--- src/hw/cs_pkg.sv ---
// package: constants, tables and types of the clock synthesizer control block
package cs_pkg;

  // sampled sources, indices into the source vector
  localparam int SRC_CPU = 0;
  localparam int SRC_SDR = 1;
  localparam int SRC_PCI = 2;
  localparam int SRC_REF = 3;
  localparam int SRC_USB = 4;
  localparam int SRC_SIO = 5;
  localparam int N_SRC   = 6;

  // clock outputs, indices into the output vector
  localparam int CK_FREE_CPU  = 0;
  localparam int CK_GATED_CPU = 1;
  localparam int CK_FREE_PCI  = 2;
  localparam int CK_PCI0      = 3;
  localparam int CK_PCI4      = 7;
  localparam int CK_SDR0      = 8;
  localparam int CK_SDR12     = 20;
  localparam int CK_INTR_CTRL = 21;
  localparam int CK_REF_OUT   = 22;
  localparam int CK_REF_AUX   = 23;
  localparam int CK_USB48     = 24;
  localparam int CK_SIO24     = 25;
  localparam int N_CLK        = 26;

  // serial slave
  localparam logic [6:0] SLAVE_ADDR = 7'h69;
  localparam logic [3:0] BIT_LAST   = 4'h8;
  localparam int         N_REGS     = 6;
  localparam logic [2:0] PTR_MAX    = 3'h7;
  localparam logic [7:0] REG0_RESET = 8'h00;
  localparam logic [7:0] REGN_RESET = 8'hFF;

  // register 0 fields
  localparam int R0_TRISTATE = 0;
  localparam int R0_SS_EN    = 1;
  localparam int R0_SOFT_B3  = 2;
  localparam int R0_SW_SRC   = 3;
  localparam int R0_SOFT_LO  = 4;
  localparam int R0_SOFT_HI  = 6;
  localparam int R0_SS_HALF  = 7;
  // read-only strap copies in registers 1 and 4
  localparam int R1_FS2_INV  = 7;
  localparam int R4_FS1_INV  = 3;

  // strap capture delay after reset release, clk cycles
  localparam logic [3:0] STRAP_WAIT = 4'h4;

  // cpu frequency in 10 kHz units, entry 7 leftmost
  localparam logic [7:0][15:0] FREQ3 = {16'h2724, 16'h33F4, 16'h2BC0, 16'h283C,
                                        16'h1A18, 16'h208A, 16'h1D4C, 16'h1388};
  localparam logic [7:0][15:0] FREQ4L = {16'h272E, 16'h33F4, 16'h2BC0, 16'h283C,
                                         16'h1A18, 16'h208A, 16'h1D4C, 16'h3070};
  localparam logic [7:0][15:0] FREQ4H = {16'h33F4, 16'h3070, 16'h3A98, 16'h36B0,
                                         16'h2904, 16'h2AF8, 16'h2CEC, 16'h2EE0};
  // pci divisor of the cpu clock
  localparam logic [7:0][2:0] DIV3  = {3'h3, 3'h4, 3'h3, 3'h3, 3'h2, 3'h2, 3'h2, 3'h2};
  localparam logic [7:0][2:0] DIV4L = {3'h3, 3'h3, 3'h3, 3'h3, 3'h2, 3'h2, 3'h2, 3'h3};
  localparam logic [7:0][2:0] DIV4H = {3'h4, 3'h4, 3'h4, 3'h4, 3'h3, 3'h3, 3'h3, 3'h3};

  typedef struct packed {
    logic [15:0] cpu_10khz;
    logic [2:0]  pci_div;
    logic [3:0]  code;
    logic        ss_en;
    logic        ss_half;
  } cs_freq_t;

  typedef enum logic [4:0] {
    ST_IDLE = 5'h01,
    ST_RX   = 5'h02,
    ST_ACK  = 5'h04,
    ST_TX   = 5'h08,
    ST_MACK = 5'h10
  } cs_state_t;

  typedef enum logic [3:0] {
    PH_ADDR = 4'h1,
    PH_CMD  = 4'h2,
    PH_CNT  = 4'h4,
    PH_DATA = 4'h8
  } cs_phase_t;

endpackage

--- src/hw/cs_clk_gate.sv ---
// glitch-free run/stop gate for one sampled clock output
`timescale 1ns/1ps
module cs_clk_gate
  import cs_pkg::*;
(
  input  wire logic clk,
  input  wire logic reset,
  input  wire logic src,
  input  wire logic pci_rise,
  input  wire logic run,
  output logic      out_q
);

  logic src_d_q;
  logic arm_q;
  logic on_q;
  wire  src_fall = src_d_q & ~src;
  wire  arm_set  = (run != on_q) & pci_rise;

  always_ff @(posedge clk or posedge reset) begin
    if (reset) begin
      src_d_q <= 1'b0;
      arm_q   <= 1'b0;
      on_q    <= 1'b0;
      out_q   <= 1'b0;
    end else begin
      src_d_q <= src;
      // state flips only on a falling edge, so no high phase is cut short
      if (arm_q && src_fall) begin
        on_q  <= run;
        arm_q <= 1'b0;
      end else if (arm_set) begin
        arm_q <= 1'b1;
      end
      out_q <= src & on_q;
    end
  end
endmodule

--- src/hw/cs_clock_synth_control.sv ---
// top: strap latch, stop-pin and enable gating, frequency decode and serial control slave
`timescale 1ns/1ps

// Summary of operation
// - three-select variant: eight-entry frequency table
// - four-select variant: fourth bit picks table
// - latched mode: 0 stop input, 1 reference out
// - each clock output has a register enable
// - stop pins work only in mode 0
// - clock runs when enable set and stop pin high
// - stopped clocks low, no runt pulse
// - change after pci rise, then own fall
// - cpu stop and pci stop clock groups
// - registers can be read back by master
// - power-up defaults work without serial access
// - start, stop, bytes with acknowledge
// - acknowledge own address and each later received byte by pulling low
// - command and count ignored, data sequential
// - register 0 spread enable and depth
// - register 0 bit 3 picks select source
// - software code uses the strap table
// - register 0 bit 0 tristates all clock outputs
// - register 0 resets to zero
// - frequency straps latched only at power-up
// - disabled output held low
module cs_clock_synth_control
  import cs_pkg::*;
#(
  parameter bit FOUR_SEL = 1'b1
) (
  input  wire logic             clk,
  input  wire logic             reset,
  input  wire logic [N_SRC-1:0] src_clk,
  input  wire logic             cpu_stop_n,
  input  wire logic             pci_stop_n,
  input  wire logic             mode_strap,
  input  wire logic             freq_strap_bit0,
  input  wire logic             freq_strap_bit1,
  input  wire logic             freq_strap_bit2,
  input  wire logic             freq_strap_bit3,
  input  wire logic             serial_clock_line,
  input  wire logic             serial_data_line_in,
  output logic                  serial_data_line_out,
  output logic                  serial_data_line_oe_n,
  output logic [N_CLK-1:0]      clk_out,
  output logic [N_CLK-1:0]      clk_oe_n,
  output cs_freq_t              freq_q
);

  localparam int N_PIN = N_SRC + 9;

  // two-stage synchronisers for every pin input
  logic [N_PIN-1:0] sync1_q;
  logic [N_PIN-1:0] sync2_q;
  wire  [N_PIN-1:0] pin_in = {serial_clock_line, serial_data_line_in, cpu_stop_n, pci_stop_n, mode_strap,
                              freq_strap_bit3, freq_strap_bit2, freq_strap_bit1, freq_strap_bit0, src_clk};

  always_ff @(posedge clk or posedge reset) begin
    if (reset) begin
      sync1_q <= '0;
      sync2_q <= '0;
    end else begin
      sync1_q <= pin_in;
      sync2_q <= sync1_q;
    end
  end

  wire [N_SRC-1:0] src_s      = sync2_q[N_SRC-1:0];
  wire [3:0]       fs_s       = sync2_q[N_SRC+3:N_SRC];
  wire             mode_s     = sync2_q[N_SRC+4];
  wire             pci_stop_s = sync2_q[N_SRC+5];
  wire             cpu_stop_s = sync2_q[N_SRC+6];
  wire             sda_s      = sync2_q[N_SRC+7];
  wire             scl_s      = sync2_q[N_SRC+8];

  // strap latch, once after reset release
  logic [3:0] wait_q;
  logic       strap_done_q;
  logic       mode_q;
  logic [3:0] fs_q;

  always_ff @(posedge clk or posedge reset) begin
    if (reset) begin
      wait_q       <= 4'h0;
      strap_done_q <= 1'b0;
      mode_q       <= 1'b0;
      fs_q         <= 4'h0;
    end else if (!strap_done_q) begin
      if (wait_q == STRAP_WAIT) begin
        strap_done_q <= 1'b1;
        mode_q       <= mode_s;
        fs_q         <= fs_s;
      end else begin
        wait_q <= wait_q + 4'h1;
      end
    end
  end

  // serial slave state
  cs_state_t  st_q, st_d;
  cs_phase_t  phase_q, phase_d;
  logic [3:0] bit_q, bit_d;
  logic [7:0] shift_q, shift_d;
  logic [2:0] ptr_q, ptr_d;
  logic       rd_q, rd_d;
  logic       nack_q, nack_d;
  logic       sda_oe_d;
  logic       wr_en;
  logic       scl_d_q;
  logic       sda_d_q;
  logic [7:0] regs_q [N_REGS];

  wire scl_rise   = scl_s & ~scl_d_q;
  wire scl_fall   = ~scl_s & scl_d_q;
  wire start_cond = scl_s & scl_d_q & sda_d_q & ~sda_s;
  wire stop_cond  = scl_s & scl_d_q & ~sda_d_q & sda_s;
  wire addr_hit   = shift_q[7:1] == SLAVE_ADDR;
  wire byte_done  = scl_fall && (bit_q == BIT_LAST);
  wire [2:0] ptr_inc = (ptr_q == PTR_MAX) ? ptr_q : ptr_q + 3'h1;

  wire [7:0] r0 = regs_q[0];
  wire [7:0] r1 = regs_q[1];
  wire [7:0] r2 = regs_q[2];
  wire [7:0] r3 = regs_q[3];
  wire [7:0] r5 = regs_q[5];

  // read-back byte with the inverted strap copies in place
  wire [7:0] rd_r1   = {~fs_q[2], r1[R1_FS2_INV-1:0]};
  wire [7:0] rd_r4   = {regs_q[4][7:R4_FS1_INV+1], ~fs_q[1], regs_q[4][R4_FS1_INV-1:0]};
  wire       ptr_ok  = ptr_q < 3'(N_REGS);
  wire [7:0] rd_raw  = ptr_ok ? regs_q[ptr_q] : 8'h00;
  wire [7:0] rd_byte = (ptr_q == 3'h1) ? rd_r1 : (ptr_q == 3'h4) ? rd_r4 : rd_raw;

  always_comb begin
    st_d     = st_q;
    phase_d  = phase_q;
    bit_d    = bit_q;
    shift_d  = shift_q;
    ptr_d    = ptr_q;
    rd_d     = rd_q;
    nack_d   = nack_q;
    sda_oe_d = serial_data_line_oe_n;
    wr_en    = 1'b0;
    if (start_cond) begin
      st_d     = ST_RX;
      phase_d  = PH_ADDR;
      bit_d    = 4'h0;
      ptr_d    = 3'h0;
      rd_d     = 1'b0;
      sda_oe_d = 1'b1;
    end else if (stop_cond) begin
      st_d     = ST_IDLE;
      sda_oe_d = 1'b1;
    end else if (scl_rise) begin
      case (st_q)
        ST_RX: begin
          shift_d = {shift_q[6:0], sda_s};
          bit_d   = bit_q + 4'h1;
        end
        ST_TX:   bit_d  = bit_q + 4'h1;
        ST_MACK: nack_d = sda_s;
        default: ;
      endcase
    end else if (scl_fall) begin
      case (st_q)
        ST_RX: begin
          if (bit_q == BIT_LAST) begin
            bit_d = 4'h0;
            if (phase_q == PH_ADDR && !addr_hit) begin
              st_d = ST_IDLE;
            end else begin
              st_d     = ST_ACK;
              sda_oe_d = 1'b0;
              if (phase_q == PH_ADDR) rd_d = shift_q[0];
              if (phase_q == PH_DATA) begin
                wr_en = ptr_ok;
                ptr_d = ptr_inc;
              end
            end
          end
        end
        ST_ACK: begin
          if (rd_q) begin
            st_d     = ST_TX;
            sda_oe_d = rd_byte[7];
            shift_d  = {rd_byte[6:0], 1'b0};
          end else begin
            st_d     = ST_RX;
            sda_oe_d = 1'b1;
            case (phase_q)
              PH_ADDR: phase_d = PH_CMD;
              PH_CMD:  phase_d = PH_CNT;
              default: phase_d = PH_DATA;
            endcase
          end
        end
        ST_TX: begin
          if (bit_q == BIT_LAST) begin
            st_d     = ST_MACK;
            sda_oe_d = 1'b1;
            ptr_d    = ptr_inc;
          end else begin
            sda_oe_d = shift_q[7];
            shift_d  = {shift_q[6:0], 1'b0};
          end
        end
        ST_MACK: begin
          bit_d = 4'h0;
          if (nack_q) begin
            st_d = ST_IDLE;
          end else begin
            st_d     = ST_TX;
            sda_oe_d = rd_byte[7];
            shift_d  = {rd_byte[6:0], 1'b0};
          end
        end
        default: st_d = ST_IDLE;
      endcase
    end
  end

  always_ff @(posedge clk or posedge reset) begin
    if (reset) begin
      st_q                  <= ST_IDLE;
      phase_q               <= PH_ADDR;
      bit_q                 <= 4'h0;
      shift_q               <= 8'h00;
      ptr_q                 <= 3'h0;
      rd_q                  <= 1'b0;
      nack_q                <= 1'b0;
      scl_d_q               <= 1'b0;
      sda_d_q               <= 1'b0;
      serial_data_line_oe_n <= 1'b1;
      serial_data_line_out  <= 1'b0;
    end else begin
      st_q                  <= st_d;
      phase_q               <= phase_d;
      bit_q                 <= bit_d;
      shift_q               <= shift_d;
      ptr_q                 <= ptr_d;
      rd_q                  <= rd_d;
      nack_q                <= nack_d;
      scl_d_q               <= scl_s;
      sda_d_q               <= sda_s;
      serial_data_line_oe_n <= sda_oe_d;
      serial_data_line_out  <= 1'b0;
    end
  end

  // control registers, usable from reset with no serial access
  always_ff @(posedge clk or posedge reset) begin
    if (reset) begin
      regs_q[0] <= REG0_RESET;
      for (int i = 1; i < N_REGS; i++) begin
        regs_q[i] <= REGN_RESET;
      end
    end else if (wr_en) begin
      regs_q[ptr_q] <= shift_q;
    end
  end

  // frequency decode; software code uses the same tables as the straps
  wire [3:0] code_sel = r0[R0_SW_SRC] ? {r0[R0_SOFT_B3], r0[R0_SOFT_HI:R0_SOFT_LO]} : fs_q;
  wire [2:0] idx      = code_sel[2:0];
  wire [15:0] f4      = code_sel[3] ? FREQ4H[idx] : FREQ4L[idx];
  wire [2:0]  d4      = code_sel[3] ? DIV4H[idx] : DIV4L[idx];
  wire [15:0] f_sel   = FOUR_SEL ? f4 : FREQ3[idx];
  wire [2:0]  d_sel   = FOUR_SEL ? d4 : DIV3[idx];
  wire [3:0]  code_o  = FOUR_SEL ? code_sel : {1'b0, idx};

  always_ff @(posedge clk or posedge reset) begin
    if (reset) begin
      freq_q <= '0;
    end else begin
      freq_q.cpu_10khz <= f_sel;
      freq_q.pci_div   <= d_sel;
      freq_q.code      <= code_o;
      freq_q.ss_en     <= r0[R0_SS_EN];
      freq_q.ss_half   <= r0[R0_SS_HALF];
    end
  end

  // per-output enables from the serial registers
  wire [N_CLK-1:0] en_vec = {r3[4], r3[5], r5[1], r5[0], r5[4], r1[3], {4{r3[2]}}, {4{r3[1]}},
                             {4{r3[0]}}, r2[4:0], r2[6], r1[1], r1[0]};

  // stop pins count only in mode 0
  wire cpu_run = mode_q | cpu_stop_s;
  wire pci_run = mode_q | pci_stop_s;
  wire [N_CLK-1:0] stop_vec = {4'hF, {14{cpu_run}}, {5{pci_run}}, 1'b1, cpu_run, 1'b1};
  wire [N_CLK-1:0] run_vec  = en_vec & stop_vec;

  wire [N_CLK-1:0] src_vec = {src_s[SRC_SIO], src_s[SRC_USB], src_s[SRC_REF], src_s[SRC_REF], src_s[SRC_REF],
                              {13{src_s[SRC_SDR]}}, {6{src_s[SRC_PCI]}}, src_s[SRC_CPU], src_s[SRC_CPU]};

  logic pci_d_q;
  wire  pci_rise = src_s[SRC_PCI] & ~pci_d_q;

  // shared strap pins stay released until capture; the stop-input pin stays released in mode 0
  wire [N_CLK-1:0] strap_pins = N_CLK'((1 << CK_FREE_PCI) | (1 << CK_PCI0) | (1 << CK_REF_AUX) |
                                       (1 << CK_USB48) | (1 << CK_SIO24));
  wire [N_CLK-1:0] ref_in     = N_CLK'(1 << CK_REF_OUT);
  wire [N_CLK-1:0] oe_n_d     = {N_CLK{r0[R0_TRISTATE]}} | (strap_done_q ? '0 : (strap_pins | ref_in)) |
                                (mode_q ? '0 : ref_in);

  always_ff @(posedge clk or posedge reset) begin
    if (reset) begin
      pci_d_q  <= 1'b0;
      clk_oe_n <= '1;
    end else begin
      pci_d_q  <= src_s[SRC_PCI];
      clk_oe_n <= oe_n_d;
    end
  end

  for (genvar g = 0; g < N_CLK; g++) begin : g_gate
    cs_clk_gate u_gate (
      .clk      (clk),
      .reset    (reset),
      .src      (src_vec[g]),
      .pci_rise (pci_rise),
      .run      (run_vec[g]),
      .out_q    (clk_out[g])
    );
  end
endmodule

--- config.mk ---
export PLATFORM = sky130hd
export DESIGN_NAME = cs_clock_synth_control
export DESIGN_NICKNAME = d
export VERILOG_FILES = /design/src/hw/cs_pkg.sv /design/src/hw/cs_clk_gate.sv /design/src/hw/cs_clock_synth_control.sv
export SDC_FILE = /design/constraint.sdc
export NUM_CORES = 1
export LEC_CHECK = 0
export ABC_AREA = 1
export ABC_CLOCK_PERIOD_IN_PS = 9800
export BUFFER_PORTS_ARGS = -buffer_cell sky130_fd_sc_hd__buf_2
export CAP_MARGIN = 10
export CORE_ASPECT_RATIO = 1.1
export CORE_MARGIN = 2
export CORE_UTILIZATION = 32
export CTS_BUF_LIST = sky130_fd_sc_hd__clkbuf_8 sky130_fd_sc_hd__clkbuf_16
export DETAILED_ROUTE_END_ITERATION = 16
export SKIP_LAST_GASP = 1
export SLEW_MARGIN = 20
export SYNTH_ARGS = -nofsm -noshare
export SYNTH_HDL_FRONTEND = slang
export SYNTH_SLANG_ARGS = --single-unit
--- constraint.sdc ---
create_clock -name clk -period 9.8 [get_ports clk]
set_clock_uncertainty 0.2 [all_clocks]
set_input_delay 0.98 -clock clk [delete_from_list [all_inputs] [get_ports clk]]
set_output_delay 0.98 -clock clk [all_outputs]
set_load 0.02 [all_outputs]
==> impl_metrics.yaml, run 1 <==
status:
  status: "finished, final reports clean"
grt:
  grt_pass1_vias: 7160
  grtUsageTotal_pct: 12.8
  grt_max_degree: 158
  grt.met3_usage_pct: 2.02
  met2_usage_pct: 21.7
  busiest_layer: "met2"
  antenna_found_initial: 0
  overflow: 0
  use_met1_pct: 17.0
  grt_pass1_wl_um: 36500
yosys:
  synth.distinct_cells: 44
  synth_ff_type: "dfrtp_1"
  synth_area_leaders: "dfrtp_1, dfstp_2, nand2_1, inv_1, buf_4"
  yosysWarningCount: 0
  synth_edf_count: 0
  ys_seq_elements: 226
  synthArstFlopShare_pct: 100
  synth_top_cell_by_area: "dfrtp_1"
  netlist_instances: 1180
  synth_top_area_share_pct: 43.0
  ys_seq_area_share_pct: 54.5
  syn_area_um2: 10500
  synth_area_per_cell_um2: 8.88
clock_network:
  clk_pin_slew_ps: 60
  htree_num_levels: 1
  cts_resized: 0
  insertion_delay_ps: 520
  cts_made_buffers: 25
  cts_tree: "done"
  clockBufferDepth: 3
  clockRootBuffer: "clkbuf_16"
  cts_sinks: 226
  hold_buffers: 0
  cts_setup_buffers: 0
hold_path:
  hp-class: "reg2reg"
power:
  p_comb_share_pct: 14.2
  p_clk_share_pct: 43.6
  leakage_nw: 5.84
  switching_share_pct: 27.8
  p_int_mw: 1.78
  seqPwrFrac_pct: 42.2
  p_switching_mw: 0.684
  vdd_drop_max_v: 0.000126
  power.density_nw_per_um2: 206
placed_design:
  gp_congestion: 0.847
  place_inst: 1626
  dpl_cell_area_um2: 11000
  pre_cts_ws_ps: 6720
  io_buffers: 91
  dpl.hpwl_um: 15000
floorplanning:
  die_w_um: 177
  core-area_um2: 32300
  dieArea_um2: 34200
  start_util_pct: 32.5
  die_h_um: 194
  ioPinCount: 96
  std_cell_rows: 69
sta:
  relSlewSlack_pct: 33.8
  drv_slew: 0
  rsz0062_at_grt: "false"
  min_period_ps: 2960
  hold_viol: 0
  clock.fmax_mhz: 338
  fin_ws_ps: 6840
  fin_tns_setup_ps: 0
  period_share_pct: 30.2
  setup_viol: 0
  worst_slew_pin_slew_ps: 993
critical_path:
  cp-startpoint: "ptr_q[0]"
  r2r_cells: 9
  arrival_ps: 3210
  worst_setup_path_end_kind: "flop"
  critical_path.reg2reg.endpoint: "serial_data_line_oe_n"
  critPathKind: "reg2reg"
  ff2ff_setup_slack_ps: 6840
  startpoint_type: "flop"
  crit_path_max_fanout: 28
  required_ps: 10050
  reg2reg_from: "ptr_q[0]"
  critPathCapture: "serial_data_line_oe_n"
routing:
  wl_per_cell_um: 13.1
  drtIter0Drc: 495
  via_count: 7461
  vias_per_cell: 4.46
  wl_um: 21800
  firstDrtPassIters: 7
  drc_errors: 0
  antenna_left: 0
final_layout:
  fin_area_um2: 11900
  area_growth_pct: 13.7
  layoutNonFillerInstCount: 1672
  nets: 1263
  final_common_cell: "nand2_1"
  final_cell_mix: "nand2_1, dfrtp_1, inv_1, buf_2, nor2_1"
  drive_gt1_share_pct: 20.0
  n_antenna_cell: 0
flow_run:
  maxCapViolCount: 0
Yosys cell counts (2+ instances only):
cell	number
nand2_2	2
xor2_1	2
a32oi_1	3
or2_2	13
nand4_1	9
dfstp_2	46
o21ai_2	15
nor2_8	2
inv_1	161
dfrtp_1	180
clkbuf_1	4
buf_6	6
o21ai_0	59
o211ai_1	6
o21ai_1	41
nor2_1	68
nand3_4	8
a22oi_1	2
inv_2	9
a21oi_1	49
ha_1	19
o31ai_1	2
nor3_1	4
nor2_4	5
mux2_2	5
o21a_1	3
buf_2	9
buf_4	56
nor2_2	3
nand2_1	312
nand3_1	64
critical path, stage by stage (launching register included):
cell and delay (ps):
dfrtp_1 1000, inv_2 400, ha_1 340, o21ai_1 450, nand2_1 140, nand2_1 80
nand2_1 50, nand2_1 60, nand2_1 40, a21oi_1 120
cell families after synthesis:
group	count (synthesis)	share of synthesized area [%]
AO/OA/AOI/OAI	184	9.85
XOR/XNOR	3	0.251
adder cells (fa/ha/maj)	19	2.27
buffers and inverters	249	11.5
flip-flops	226	54.5
multiplexers	5	0.537
other	1	0.0358
AND/OR/NAND/NOR	493	21.1
power groups by stage:
stage | Sequential (mW) | Combinational, mW | Clock (mW)
after CTS | 1.04 | 0.354 | 1.10
after detailed placement | 1.05 | 0.353 | 0
final | 1.04 | 0.349 | 1.07
after global placement | 1.05 | 0.350 | 0
after global routing | 1.04 | 0.396 | 1.14
after floorplan | 1.04 | 0.260 | 0
worst min-delay path by stage:
| stage | startpoint | endpoint | slack, ps | cells after the start |
|---|---|---|---|---|
| 4_1_cts | sync1_q[5] | sync2_q[5] | 150 | 0 |
| 3_5_place_dp | sync1_q[11] | sync2_q[11] | 130 | 0 |
| 3_3_place_gp | sync1_q[0] | sync2_q[0] | 130 | 0 |
| 6_report | sync1_q[14] | sync2_q[14] | 150 | 0 |
| 5_1_grt | sync1_q[2] | sync2_q[2] | 150 | 0 |
| 2_1_floorplan | sync1_q[0] | sync2_q[0] | 130 | 0 |
cell type report:
| class | count | area [um^2] |
|---|---|---|
| Timing Repair Buffer | 93 | 470 |
| Tap cell | 426 | 533 |
| Multi-Input combinational cell | 708 | 3570 |
| Sequential cell | 226 | 5710 |
| Clock inverter | 15 | 254 |
| Fill cell | 3283 | 20400 |
| Inverter | 173 | 666 |
| Clock buffer | 31 | 708 |
stage by stage:
stage          power (mW)  util, %  hold WS (ps)
2_1_floorplan        1.30        -           131
3_3_place_gp         1.40     33.9           134
3_5_place_dp         1.41     33.9           135
4_1_cts              2.49     36.9           150
5_1_grt              2.58     36.9           155
6_report             2.46     36.9           146
sequential cells by signal (all words and copies together), names as in the netlist, 3 cells and up:
| signal | flops |
|---|---|
| g_gate.u_gate.arm_q | 26 |
| g_gate.u_gate.on_q | 26 |
| g_gate.u_gate.out_q | 26 |
| freq_q | 22 |
| sync1_q | 15 |
| sync2_q | 15 |
| r0 | 8 |
| r1 | 8 |
| r2 | 8 |
| r3 | 8 |
| r5 | 8 |
| shift_q | 8 |
| rd_r4 | 7 |
| g_gate.u_gate.src_d_q | 6 |
| st_q | 5 |
| bit_q | 4 |
| fs_q | 4 |
| phase_q | 4 |
| wait_q | 4 |
| clk_oe_n | 3 |
| ptr_q | 3 |
routing by layer:
metal  share of wire, %  vias to the layer above
li1                   -                     3762
met1                 45                     3527
met2                 48                      132
met3                4.1                       40
met4                2.3                        0
met5                  0                        -
Power figures use the tool's default switching activity.
==> inputs of run 2 (changes only) <==
--- a/config.mk
+++ b/config.mk
@@ -6,7 +6,7 @@
 export NUM_CORES = 1
 export LEC_CHECK = 0
 export ABC_AREA = 1
-export ABC_CLOCK_PERIOD_IN_PS = 9800
+export ABC_CLOCK_PERIOD_IN_PS = 3000
 export BUFFER_PORTS_ARGS = -buffer_cell sky130_fd_sc_hd__buf_2
 export CAP_MARGIN = 10
 export CORE_ASPECT_RATIO = 1.1
==> constraint.sdc (replaced) <==
create_clock -name clk -period 3 [get_ports clk]
set_clock_uncertainty 0.2 [all_clocks]
set_input_delay 0.3 -clock clk [delete_from_list [all_inputs] [get_ports clk]]
set_output_delay 0.3 -clock clk [all_outputs]
set_load 0.02 [all_outputs]
==> impl_metrics.yaml, run 2 (synthesis gave the netlist of run 1 again) <==
placed_design:
  io_buffers: 91
  gp_congestion: 0.873
  pre_cts_ws_ps: 781
  dpl.hpwl_um: 15600
grt:
  grt_pass1_wl_um: 37100
  grt_max_degree: 58
  grt_pass1_vias: 7405
  antenna_found_initial: 0
  overflow: 0
  grtUsageTotal_pct: 13.1
critical_path:
  ff2ff_setup_slack_ps: 780
  arrival_ps: 2460
  critPathKind: "reg2reg"
  startpoint_type: "flop"
  r2r_cells: 7
  required_ps: 3240
  reg2reg_from: "r0[3]"
  critical_path.reg2reg.endpoint: "freq_q[12]"
  crit_path_max_fanout: 14
  worst_setup_path_end_kind: "flop"
sta:
  clock.fmax_mhz: 451
  period_share_pct: 74.0
  hold_viol: 0
  relSlewSlack_pct: 58.9
  rsz0062_at_grt: "false"
  min_period_ps: 2220
  setup_viol: 0
  drv_slew: 0
  worst_slew_pin_slew_ps: 614
  fin_hold_ws_ps: 135
  fin_ws_ps: 781
final_layout:
  nets: 1290
  fillerInstances: 3316
  drive_gt1_share_pct: 20.0
  area_growth_pct: 15.6
  final_common_cell: "nand2_1"
  final_cell_mix: "nand2_1, dfrtp_1, inv_1, buf_2, nor2_1"
  n_antenna_cell: 0
  top_regs: "g_gate.u_gate.arm_q: 26 flops, g_gate.u_gate.on_q: 26 flops, g_gate.u_gate.out_q: 26 flops"
clock_network:
  htree_num_levels: 1
  cts_tree: "done"
  clockBufferDepth: 3
  insertion_delay_ps: 530
  cts_setup_buffers: 0
  clk_pin_slew_ps: 60
  clockRootBuffer: "clkbuf_16"
  cts_sinks: 226
  cts_made_buffers: 26
  hold_buffers: 16
  cts_resized: 0
routing:
  drtIter0Drc: 550
  vias_per_cell: 4.45
  via_count: 7560
  firstDrtPassIters: 7
  wl_per_cell_um: 12.9
  drc_errors: 0
  wl_um: 22000
  antenna_left: 0
flow_run:
  maxCapViolCount: 0
floorplanning:
  start_util_pct: 32.5
  ioPinCount: 96
  die_w_um: 177
  dieArea_um2: 34200
  std_cell_rows: 69
  core-area_um2: 32300
  die_h_um: 194
power:
  leakage_nw: 5.94
  vdd_drop_max_v: 0.000371
  power.density_nw_per_um2: 641
status:
  status: "finished, final reports clean"
hold_path:
  hp-class: "in2async"
==> run 2: area by class of cell <==
| class | instances | area, um^2 | share of cell area [%] |
|---|---|---|---|
| Clock buffer | 30 | 706 | 5.83 |
| Clock inverter | 18 | 173 | 1.43 |
| Inverter | 173 | 657 | 5.42 |
| Multi-Input combinational cell | 708 | 3570 | 29.5 |
| Sequential cell | 226 | 5710 | 47.2 |
| Tap cell | 426 | 533 | 4.40 |
| Timing Repair Buffer | 119 | 756 | 6.24 |
==> run 2: worst max-delay path, cell delays in order, from the launching register on <==
cell and delay (ps):
dfrtp_1 520, inv_1 140, or2_2 310, o21ai_2 170
inv_1 290, a21oi_1 300, o21ai_0 130, o221ai_1 80
==> run 2: layer usage <==
layer / wire [um] / global-route usage [%] / vias up / share of wire (%)
met1: 9930 / 17.5 / 3564 / 45
met4: 684 / 4.38 / 0 / 3.1
met2: 10400 / 21.8 / 141 / 47
met3: 943 / 2.00 / 42 / 4.3
met5: 0 / 0 / - / 0
li1: - / - / 3813 / -
==> run 2: report_power, final <==
part	switching, mW	internal (mW)
clock	1.23	1.93
sequential	0.133	3.22
combinational	0.891	0.348
total	2.25	5.50
==> run 2: how the worst max path moves through the flow <==
stage / startpoint / to / cells after the start
after floorplan: reset / bit_q[0] / 1
after global placement: sync2_q[14] / r3[4] / 11
after detailed placement: sync2_q[14] / r3[3] / 9
after CTS: sync2_q[14] / r3[3] / 9
after global routing: r0[3] / freq_q[12] / 7
final: r0[3] / freq_q[12] / 7
==> run 2: per-stage QoR <==
stage / utilization (%) / std cells / power (mW) / area (um^2) / TNS (ps)
after floorplan: - / 1183 / 4.26 / 10500 / -74600
after global placement: 34.3 / 1636 / 4.64 / 11100 / 0
after detailed placement: 34.3 / 1636 / 4.64 / 11100 / 0
after CTS: 37.5 / 1700 / 7.86 / 12100 / 0
after global routing: 37.5 / 1700 / 8.18 / 12100 / 0
final: 37.5 / 1700 / 7.76 / 12100 / 0
==> inputs of run 3 (changes only) <==
--- a/config.mk
+++ b/config.mk
@@ -6,7 +6,7 @@
 export NUM_CORES = 1
 export LEC_CHECK = 0
 export ABC_AREA = 1
-export ABC_CLOCK_PERIOD_IN_PS = 3000
+export ABC_CLOCK_PERIOD_IN_PS = 1780
 export BUFFER_PORTS_ARGS = -buffer_cell sky130_fd_sc_hd__buf_2
 export CAP_MARGIN = 10
 export CORE_ASPECT_RATIO = 1.1
==> constraint.sdc (replaced) <==
create_clock -name clk -period 1.78 [get_ports clk]
set_clock_uncertainty 0.2 [all_clocks]
set_input_delay 0.178 -clock clk [delete_from_list [all_inputs] [get_ports clk]]
set_output_delay 0.178 -clock clk [all_outputs]
set_load 0.02 [all_outputs]
==> impl_metrics.yaml, run 3 (synthesis gave the netlist of run 1 again) <==
status:
  status: "finished, violations left"
  violations: "setup timing"
clock_network:
  clockRootBuffer: "clkbuf_16"
  htree_num_levels: 1
  clk_pin_slew_ps: 60
  cts_tree: "done"
  clockBufferDepth: 3
  cts_sinks: 226
  insertion_delay_ps: 530
  cts_made_buffers: 24
sta:
  period_share_pct: 113
  drv_slew: 0
  hold_viol: 0
  relSlewSlack_pct: 62.9
  setup_viol: 74
  clock.fmax_mhz: 499
  worst_slew_pin_slew_ps: 556
  rsz0062_at_grt: "true"
  min_period_ps: 2010
  fin_ws_ps: -226
final_layout:
  fin_util_pct: 43.8
  drive_gt1_share_pct: 39.1
  final_cell_mix: "nand2_1, dfrtp_1, inv_1, buf_4, buf_2"
  area_growth_pct: 34.8
  n_antenna_cell: 0
  top_regs: "g_gate.u_gate.arm_q: 26 flops, g_gate.u_gate.on_q: 26 flops, g_gate.u_gate.out_q: 26 flops"
  final_common_cell: "nand2_1"
  nets: 1429
  fin_area_um2: 14100
power:
  finalPower_mw: 13.8
  power.density_nw_per_um2: 976
  leakage_nw: 6.74
  vdd_drop_max_v: 0.000853
critical_path:
  crit_path_max_fanout: 8
  arrival_ps: 2260
  required_ps: 2030
  startpoint_type: "flop"
  cp_slowest_stage_delay_ps: 460
  crit_chain: "ha_4 -> inv_4 -> nor3_4 -> buf_6 -> nor2_8 -> nand3_4 -> nor2_8 -> buf_12 -> nand3_4 -> nand2_1 -> o21ai_2"
  worst_setup_path_end_kind: "flop"
  slowest_stage: "dfrtp_2"
  critPathKind: "reg2reg"
routing:
  wl_um: 25400
  firstDrtPassIters: 5
  drc_errors: 0
  vias_per_cell: 4.52
  antenna_left: 0
  via_count: 8296
  drtIter0Drc: 572
  wl_per_cell_um: 13.8
floorplanning:
  die_h_um: 194
  die_w_um: 177
  std_cell_rows: 69
  core-area_um2: 32300
  ioPinCount: 96
  dieArea_um2: 34200
  start_util_pct: 32.5
grt:
  grt_pass1_vias: 8123
  busiest_layer: "met2"
  met2_usage_pct: 24.1
  grt_pass1_wl_um: 40100
  grtUsageTotal_pct: 14.1
  grt.met3_usage_pct: 2.04
  use_met1_pct: 18.4
  grt_max_degree: 88
  overflow: 0
  antenna_found_initial: 0
flow_run:
  maxCapViolCount: 0
hold_path:
  hp-class: "in2reg"
placed_design:
  gp_congestion: 0.881
  io_buffers: 91
  dpl.hpwl_um: 16200
  dpl_cell_area_um2: 11900
[run 3: cell count changes in the layout (fill, tap and decap cells not counted), sizes merged]
| cell | previous run | this run |
|---|---|---|
| buf | 103 | 236 |
| clkinv | 5 | 13 |
| nand3 | 72 | 78 |
| inv | 179 | 174 |
| clkinvlp | 4 | 1 |
| bufinv | 3 | 1 |
| clkbuf | 30 | 28 |
| dlygate4sd3 | 16 | 17 |
[run 3: worst max-delay path: cells and delay by family (launching register included)]
family,cells,cell delay (ps)
AOI/OAI and AO/OA,1,60
and+or+nand+nor,6,650
adders and majority gates,1,200
DFF,1,460
buffers and inverters,3,350
[run 3: final cells by class]
| cell class | instances | area [um^2] |
|---|---|---|
| repair buffers | 254 | 2050 |
| well taps | 426 | 533 |
| inverters | 173 | 692 |
| flip-flops and latches | 226 | 5720 |
| fillers | 3106 | 18200 |
| clock buffers | 27 | 642 |
| multi-input cells | 714 | 4380 |
| clock inverters | 16 | 115 |
[run 3: worst paths after layout]
kind / startpoint / endpoint / slack (ps) / cells past startpoint
setup / recovery: sync2_q[14] / r1[2] / -230 / 11
hold / removal: freq_strap_bit3 / sync1_q[9] / 100 / 2
setup reg to reg: sync2_q[14] / r1[2] / -230 / 11
hold reg to reg: sync1_q[1] / sync2_q[1] / 150 / 0
max in group asynchronous: reset / rd_r4[0] / 150 / 5
min in group asynchronous: reset / shift_q[2] / 590 / 4
[run 3: metal layers]
metal | part of all wire, % | up-vias
met3 | 4.0 | 42
met1 | 44 | 3978
li1 | - | 4109
met5 | 0 | -
met4 | 2.2 | 0
met2 | 50 | 167
[run 3: timing repair]
item / 4_1_cts / 5_1_grt
gates resized for setup: 112 / 154
setup buffers: 22 / 19
endpoints found under the hold margin: 206 / 0
pin swaps: 36 / 36
hold buffers: 17 / 0
endpoints found under the setup margin: 103 / 180
cloned: 6 / 2
[run 3: power breakdown]
part           internal (mW)  total (mW)  switching, mW
combinational           1.34        3.36           2.02
sequential              5.44        5.65          0.212
clock                   2.73        4.78           2.05
total                   9.51        13.8           4.29
[run 3: per-stage QoR]
step	std cells	setup WS (ps)	hold slack (ps)	TNS, ps
2_1_floorplan	1183	-1510	9.43	-313120
3_3_place_gp	1729	-226	-30.8	-13280
3_5_place_dp	1729	-278	-25.2	-16480
4_1_cts	1816	-234	80.4	-12270
5_1_grt	1836	-295	90.0	-18140
6_report	1836	-226	95.1	-11270
